$ cat src/sdr_pkg.sv
/*
 * Shared constants and carrier types for the spike detector and sense readout block.
 * Assumes an 8-bit register port driven by an SMBus slave elsewhere in the unit.
 */
package sdr_pkg;

    // ------------------------------------------------------------------
    // Register offsets
    // ------------------------------------------------------------------
    localparam logic [7:0] SDR_SPIKE_CFG_ADDR   = 8'h52;
    localparam logic [7:0] SDR_SENSE_HI_ADDR    = 8'h54;
    localparam logic [7:0] SDR_SENSE_LO_ADDR    = 8'h55;
    localparam logic [7:0] SDR_SUPPLY_HI_ADDR   = 8'h58;
    localparam logic [7:0] SDR_SUPPLY_LO_ADDR   = 8'h59;

    // ------------------------------------------------------------------
    // Reset values and field positions
    // ------------------------------------------------------------------
    localparam logic [7:0] SDR_CFG_RESET        = 8'h00;
    localparam logic [7:0] SDR_RESULT_RESET     = 8'h00;
    localparam int         SDR_TH_LSB           = 4;
    localparam int         SDR_DUR_LSB          = 0;
    localparam logic [1:0] SDR_RANGE_RESET      = 2'h3;
    localparam logic       SDR_ROUTE_RESET      = 1'b1;

    // ------------------------------------------------------------------
    // Threshold: 10 mV plus 5 mV per code step, in microvolts
    // ------------------------------------------------------------------
    localparam int         SDR_TH_BASE_UV       = 10000;
    localparam int         SDR_TH_STEP_UV       = 5000;
    // Full scale for range code 0, doubling for each step, in microvolts.
    localparam int         SDR_FS_BASE_UV       = 10000;
    localparam int         SDR_SENSE_FS_CODE    = 2047;

    // ------------------------------------------------------------------
    // Timing
    // ------------------------------------------------------------------
    localparam int         SDR_CLK_MHZ          = 100;
    localparam int         SDR_TICK_NS          = 10240;
    localparam int         SDR_TICK_CYCLES      = (SDR_TICK_NS * SDR_CLK_MHZ) / 1000;
    localparam int         SDR_ONE_MS_NS        = 1000000;
    localparam int         SDR_ONE_MS_CYCLES    = (SDR_ONE_MS_NS * SDR_CLK_MHZ) / 1000;

    // Register port request.
    typedef struct packed {
        logic       wr;
        logic       rd;
        logic [7:0] addr;
        logic [7:0] wdata;
    } sdr_req_t;

    // One measurement update from the front end.
    typedef struct packed {
        logic        sense_valid;
        logic [11:0] sense_code;
        logic        supply_valid;
        logic [11:0] supply_code;
    } sdr_meas_t;

    typedef enum logic [2:0] {
        SDR_IDLE  = 3'b001,
        SDR_TIME  = 3'b010,
        SDR_FIRED = 3'b100
    } sdr_state_t;

endpackage : sdr_pkg

$ cat src/sdr_spike_readout.sv
/*
 * Spike detector configuration, detector and measurement result registers.
 * Assumes an SMBus slave presents one-cycle read and write strobes with an 8-bit
 * address, and that the front end delivers signed sense and signed supply codes.
 */
`timescale 1ns/1ps
module sdr_spike_readout
    import sdr_pkg::*;
#(
    parameter int TICK_CYCLES = SDR_TICK_CYCLES,
    parameter int MS_CYCLES   = SDR_ONE_MS_CYCLES
)
(
    input  wire logic       clk,
    input  wire logic       rstn,
    input  wire sdr_req_t   req,
    output logic [7:0]      rdata,
    output logic            rvalid,
    input  wire logic [3:0] threshold_strap_pin,
    input  wire logic [3:0] duration_strap_pin,
    input  wire logic [1:0] shunt_full_scale_sel,
    input  wire logic       spike_output_route,
    input  wire sdr_meas_t  meas,
    input  wire logic [11:0] shunt_voltage_live,
    output logic            spike_alert_out,
    output logic            critical_alarm_out
);

    // ------------------------------------------------------------------
    // Storage
    // ------------------------------------------------------------------
    logic [7:0]  spike_detect_config_reg;
    logic        strap_loaded_reg;
    logic [11:0] shunt_voltage_reg;
    logic [10:0] supply_voltage_reg;
    sdr_state_t  state_reg;
    logic [31:0] tick_cnt_reg;
    logic [31:0] tick_total_reg;
    logic [31:0] ms_cnt_reg;
    logic        ms_done_reg;

    logic [3:0]  spike_threshold_code;
    logic [3:0]  spike_duration_code;
    logic [11:0] magnitude;
    logic [31:0] thresh_code;
    logic        above;
    logic [31:0] dur_ticks;

    assign spike_threshold_code = spike_detect_config_reg[SDR_TH_LSB +: 4];
    assign spike_duration_code  = spike_detect_config_reg[SDR_DUR_LSB +: 4];

    // ------------------------------------------------------------------
    // Configuration register
    // ------------------------------------------------------------------
    // Reset takes the constant, the first clock after release loads the straps unless a config write comes in that cycle.
    always_ff @(posedge clk)
    begin
        if (!rstn)
        begin
            spike_detect_config_reg <= SDR_CFG_RESET;
            strap_loaded_reg        <= 1'b0;
        end
        else if (req.wr && req.addr == SDR_SPIKE_CFG_ADDR)
        begin
            spike_detect_config_reg <= req.wdata;
            strap_loaded_reg        <= 1'b1;
        end
        else if (!strap_loaded_reg)
        begin
            spike_detect_config_reg <= {threshold_strap_pin, duration_strap_pin};
            strap_loaded_reg        <= 1'b1;
        end
    end

    // ------------------------------------------------------------------
    // Measurement results
    // ------------------------------------------------------------------
    // Each result is one register, but its two bytes are read separately, so an update between the reads mixes them.
    always_ff @(posedge clk)
    begin
        if (!rstn)
        begin
            shunt_voltage_reg  <= {SDR_RESULT_RESET, 4'h0};
            supply_voltage_reg <= 11'h000;
        end
        else
        begin
            if (meas.sense_valid)
                shunt_voltage_reg <= meas.sense_code;
            if (meas.supply_valid)
                supply_voltage_reg <= meas.supply_code[11] ? 11'h000
                                    : meas.supply_code[10:0];
        end
    end

    // ------------------------------------------------------------------
    // Register reads
    // ------------------------------------------------------------------
    // Unmapped addresses read zero.
    always_ff @(posedge clk)
    begin
        if (!rstn)
        begin
            rdata  <= 8'h00;
            rvalid <= 1'b0;
        end
        else
        begin
            rvalid <= req.rd;
            case (req.addr)
                SDR_SPIKE_CFG_ADDR: rdata <= spike_detect_config_reg;
                SDR_SENSE_HI_ADDR:  rdata <= shunt_voltage_reg[11:4];
                SDR_SENSE_LO_ADDR:  rdata <= {shunt_voltage_reg[3:0], 4'h0};
                SDR_SUPPLY_HI_ADDR: rdata <= supply_voltage_reg[10:3];
                SDR_SUPPLY_LO_ADDR: rdata <= {supply_voltage_reg[2:0], 5'h00};
                default:            rdata <= 8'h00;
            endcase
        end
    end

    // ------------------------------------------------------------------
    // Threshold compare on the live sense code
    // ------------------------------------------------------------------
    // Threshold in codes: mV * 2047 / full scale, full scale doubling per range step.
    always_comb
    begin
        magnitude   = shunt_voltage_live[11] ? 12'(~shunt_voltage_live + 12'h001)
                                             : shunt_voltage_live;
        thresh_code = ((SDR_TH_BASE_UV + SDR_TH_STEP_UV * 32'(spike_threshold_code))
                      * SDR_SENSE_FS_CODE)
                      / (SDR_FS_BASE_UV << shunt_full_scale_sel);
        above       = 32'(magnitude) >= thresh_code;
    end

    // Duration in 10.24 us ticks; code 0 is a plain 1 ms count instead.
    always_comb
    begin
        case (spike_duration_code)
            4'h1:    dur_ticks = 32'd500;
            4'h2:    dur_ticks = 32'd2500;
            4'h3:    dur_ticks = 32'd5000;
            4'h4:    dur_ticks = 32'd7500;
            4'h5:    dur_ticks = 32'd10000;
            4'h6:    dur_ticks = 32'd12500;
            4'h7:    dur_ticks = 32'd25000;
            4'h8:    dur_ticks = 32'd37500;
            4'h9:    dur_ticks = 32'd50000;
            4'ha:    dur_ticks = 32'd75000;
            4'hb:    dur_ticks = 32'd100000;
            4'hc:    dur_ticks = 32'd150000;
            4'hd:    dur_ticks = 32'd200000;
            4'he:    dur_ticks = 32'd300000;
            4'hf:    dur_ticks = 32'd400000;
            default: dur_ticks = 32'd0;
        endcase
    end

    // ------------------------------------------------------------------
    // Spike detector
    // ------------------------------------------------------------------
    // Times a continuous excursion; any dip below threshold restarts it.
    always_ff @(posedge clk)
    begin
        if (!rstn)
        begin
            state_reg      <= SDR_IDLE;
            tick_cnt_reg   <= 32'd0;
            tick_total_reg <= 32'd0;
            ms_cnt_reg     <= 32'd0;
            ms_done_reg    <= 1'b0;
        end
        else
        begin
            case (state_reg)
                SDR_IDLE:
                begin
                    tick_cnt_reg   <= 32'd0;
                    tick_total_reg <= 32'd0;
                    ms_cnt_reg     <= 32'd0;
                    ms_done_reg    <= 1'b0;
                    if (above)
                        state_reg <= SDR_TIME;
                end
                SDR_TIME:
                begin
                    if (!above)
                        state_reg <= SDR_IDLE;
                    else
                    begin
                        if (ms_cnt_reg >= 32'(MS_CYCLES) - 32'd2)
                            ms_done_reg <= 1'b1;
                        else
                            ms_cnt_reg <= ms_cnt_reg + 32'd1;
                        if (tick_cnt_reg >= 32'(TICK_CYCLES) - 32'd1)
                        begin
                            tick_cnt_reg   <= 32'd0;
                            tick_total_reg <= tick_total_reg + 32'd1;
                        end
                        else
                            tick_cnt_reg <= tick_cnt_reg + 32'd1;
                        if ((spike_duration_code == 4'h0) ? ms_done_reg
                            : (tick_total_reg >= dur_ticks))
                            state_reg <= SDR_FIRED;
                    end
                end
                SDR_FIRED:
                begin
                    if (!above)
                        state_reg <= SDR_IDLE;
                end
                default: state_reg <= SDR_IDLE;
            endcase
        end
    end

    // ------------------------------------------------------------------
    // Output routing
    // ------------------------------------------------------------------
    // The spike level goes to exactly one of the two outputs.
    always_ff @(posedge clk)
    begin
        if (!rstn)
        begin
            spike_alert_out    <= 1'b0;
            critical_alarm_out <= 1'b0;
        end
        else
        begin
            spike_alert_out    <= (state_reg == SDR_FIRED) && !spike_output_route;
            critical_alarm_out <= (state_reg == SDR_FIRED) && spike_output_route;
        end
    end

endmodule : sdr_spike_readout

$ cat config.mk
export PLATFORM = sky130hd
export DESIGN_NAME = sdr_spike_readout
export DESIGN_NICKNAME = d
export VERILOG_FILES = /design/src/sdr_pkg.sv /design/src/sdr_spike_readout.sv
export SDC_FILE = /design/constraint.sdc
export NUM_CORES = 1
export LEC_CHECK = 0
export BUFFER_PORTS_ARGS = -buffer_cell sky130_fd_sc_hd__buf_2
export CELL_PAD_IN_SITES_DETAIL_PLACEMENT = 0
export CELL_PAD_IN_SITES_GLOBAL_PLACEMENT = 1
export CORE_MARGIN = 5
export CORE_UTILIZATION = 45
export DETAILED_ROUTE_END_ITERATION = 10
export GPL_ROUTABILITY_DRIVEN = 0
export PLACE_DENSITY_LB_ADDON = 0.1
export SLEW_MARGIN = 20
export SYNTH_ARGS = -nofsm -noshare
export SYNTH_HDL_FRONTEND = slang
export SYNTH_SLANG_ARGS = --single-unit
$ cat constraint.sdc
create_clock -name clk -period 94.2 [get_ports clk]
set_clock_uncertainty 0.1 [all_clocks]
set_input_delay 9.42 -clock clk [delete_from_list [all_inputs] [get_ports clk]]
set_output_delay 9.42 -clock clk [all_outputs]
set_load 0.005 [all_outputs]
==> run summary <==
The first global-routing pass estimated between 100 and 150 mm of wire. Yosys printed 0 warnings. Leaving out fill and tap cells, the most frequent cell in the layout is sky130_fd_sc_hd__ha_1. For this run, the post-layout net count is 4221. The number of max-slew violations in the final report came to 0. The number of distinct library cells after synthesis came out at between 100 and 150. The sequential element share of the synthesized area came out at around 12%. The detail route stage leaves a number of antenna-violating nets equal to 0. The number of clock sinks seen by CTS came out at 160. The max-cap check violation count came out at 0. The largest net degree at the start of global routing came out at between 60 and 70. The wire length per cell is ~18 um. The share of layout cells above drive strength 1 came out at 10.6%.

The mean area per synthesized cell came out at slightly below 8 um2. The initial antenna violation count came to 3. The number of optimization iterations in the first detailed-route pass came out at 5. The height of the die is about 260 um. In the routed design, unresolved DRC markers number 0. The min-delay analysis places its worst path in the category reg -> reg.

The shortest clock period the worst path allows after layout is 88.28 ns. The share of the synthesized area in the top cell type came out at a little under a fifth. The post-detailed-route via-to-cell ratio is between 5 and 6.

The via count of the first global-routing pass is approximately 25k. TritonCTS built the clock tree. The run finished with clean final reports. The CTS H-tree depth is 4. The total number of vias is 26.5k. The required time reported for the critical path endpoint came out at between 90 and 100 ns. After the first detailed-routing iteration, the DRC count stood at between 1.5k and 2k. The number of fill cells in the layout is about 6k. Static timing analysis puts the maximum clock frequency at roughly 0.011 GHz. Compared with the post-synthesis result, the final layout area differs by 8.06%. The number of CTS-inserted buffers came out at 17. The die footprint came out at between 60000 and 70000 um2. The clock slew at the register clock pins of the worst setup and hold paths came out at 0.07 ns.

Including well taps, the total number of placed cells is ~4.4k. The flip-flop and latch count after synthesis came out at 160. Buffers placed on the I/O ports in this run total 79. In this run the cell area of the synthesized design comes to approximately 28000 um2. The sort of element at the start of the critical path is a primary input.

For this run, the leading register cell type out of synthesis is sky130_fd_sc_hd__dfxtp_1. The count of flip-flops with a built-in enable after synthesis came out at 0. The insertion delay of the later-clocked pin in the worst-skew pair is 0.43 ns. The initial utilization of the core area, before any placement, comes to 45.1%. The category of the most critical setup path is in -> reg. The fraction of registers with async set or reset after synthesis is 0%. The headroom to the max-slew limit is 21.0%. At the pin with the least slew margin, the transition time is approximately 1.2 ns. The largest fanout of any net on the critical path came out at 27. The data arrival time of the worst path is 88.47 ns. Ranked by total cell area, the synthesized netlist is headed by sky130_fd_sc_hd__ha_1 (19%), sky130_fd_sc_hd__dfxtp_1 (12%), sky130_fd_sc_hd__fa_1 (5.5%). Wires add up to just under 80 mm. The number of placement rows came out at roughly 90. In this run the horizontal extent of the chip is between 200 and 300 um. The largest buffer count on any clock path came out at 2. The cell with the most instances on the worst path is sky130_fd_sc_hd__o21a_1. In this run the clock root is driven by a sky130_fd_sc_hd__clkbuf_16. The total half-perimeter wirelength after legalization and detailed placement came out at between 60 and 70 mm. The stage delay of the slowest cell on the critical path came out at around 0.58 ns. The core footprint is roughly 61000 um2. The total global routing overflow came out at 0. The final cycle utilization of the critical path came out at between 90% and 100%.

Adding up every negative setup slack in the final design gives 0 ns. The total of endpoints with negative setup slack in the final report came out at 0. The cell type contributing the most total cell area after synthesis is sky130_fd_sc_hd__ha_1. The count of endpoints failing hold in the final timing report is 0. After routing the design area is 29900 um2.

Leaving out fill and tap cells, the most frequent cells in the layout are sky130_fd_sc_hd__ha_1 (413), sky130_fd_sc_hd__nor2_1 (358), sky130_fd_sc_hd__nand2_1 (281), sky130_fd_sc_hd__a21oi_1 (226), sky130_fd_sc_hd__inv_1 (215). The sort of element at the end of the critical path is a flip-flop. Among all stages on the critical path, the largest delay is contributed by sky130_fd_sc_hd__or3_1. Across every metal layer, demand over resource in global routing totals 22.5%. In this run the cell area measured after placement is 28800 um2. Synthesis produced a netlist whose cell count is 3605. The filler-free cell count of the finished design came out at ~4.5k. The I/O pin total is 80. The number of hold buffers added after CTS is 0.
[synth_stat cells, types with 49 or more instances]
cell type                  instances
sky130_fd_sc_hd__clkbuf_1         58
sky130_fd_sc_hd__a21oi_1         230
sky130_fd_sc_hd__a31oi_1          49
sky130_fd_sc_hd__o31ai_1          87
sky130_fd_sc_hd__o21ai_0         123
sky130_fd_sc_hd__nand3_1          78
sky130_fd_sc_hd__nand2_1         286
sky130_fd_sc_hd__ha_1            413
sky130_fd_sc_hd__a21o_1           56
sky130_fd_sc_hd__nor2_1          363
sky130_fd_sc_hd__xor2_1           95
sky130_fd_sc_hd__o21a_1          153
sky130_fd_sc_hd__dfxtp_1         160
sky130_fd_sc_hd__inv_1           222
sky130_fd_sc_hd__xnor2_1         101
sky130_fd_sc_hd__nor2b_1          53
sky130_fd_sc_hd__nor3_1          197
sky130_fd_sc_hd__nand2b_1         53
sky130_fd_sc_hd__fa_1             76
[layout make-up]
type	instances	area, um2	share of cell area (%)
Inverter	234	907	3.03
Timing Repair Buffer	123	732	2.44
Multi-Input combinational cell	3124	23500	78.4
Tap cell	790	988	3.30
Antenna cell	2	5.00	0.0167
Sequential cell	160	3200	10.7
Clock inverter	15	198	0.660
Clock buffer	17	425	1.42
Timing Repair inverter	3	15.0	0.0502
[critical path, delay by kind of cell]
kind,cells,cell delay (ns)
adder cells (fa/ha/maj),26,7.63
XOR/XNOR,1,0.17
AND/OR/NAND/NOR,110,21.91
AO/OA/AOI/OAI,219,44.52
multiplexers,3,1.05
buffers and inverters,20,3.54
[layer usage]
metal | GRT usage (%) | part of all wire, %
met5 | 0 | 0.034
met4 | 5.16 | 1.7
met3 | 1.99 | 4.1
met2 | 37.9 | 46
met1 | 31.5 | 48
[timing repair]
action	in CTS	in global routing
endpoints found under the setup margin	30	100
gates cloned	0	3
pin swaps	0	7
gates resized for setup	3	55
setup buffers	0	25
[path summary, 6_finish.rpt]
kind	end	slack, ns	from	cells past startpoint
hold / removal	rdata[4]	0.35	supply_voltage_reg[7]	2
setup / recovery	tick_total_reg[29]	5.92	shunt_full_scale_sel[1]	379
hold reg to reg	rdata[4]	0.35	supply_voltage_reg[7]	2
setup reg to reg	tick_total_reg[29]	6.96	spike_detect_config_reg[5]	397
[kinds of logic (layout without fill, tap and decap cells)]
kind of cell,Yosys count,in the layout,share of synthesized area [%]
simple gates,1338,1338,24.1
compound gates,1004,1004,25.7
fa+ha+maj,491,491,24.2
buf+inv,329,392,4.71
xor+xnor,200,200,6.47
flops,160,160,11.6
mux,82,82,3.21
other cells,1,11,0.0135
[stage by stage]
step                      hold slack [ns]  util (%)  setup WS, ns
final                               0.354      48.8          5.92
after global routing                0.401      48.8       -0.0853
after CTS                           0.356      48.0         0.266
after detailed placement            0.348      47.0        -0.772
after global placement              0.343      47.0          1.38
after floorplan                     0.327         -          8.17
Power is left out: the tool's default activity adds up to more than one toggle a clock period on the data nets, which glitch-free logic cannot reach.
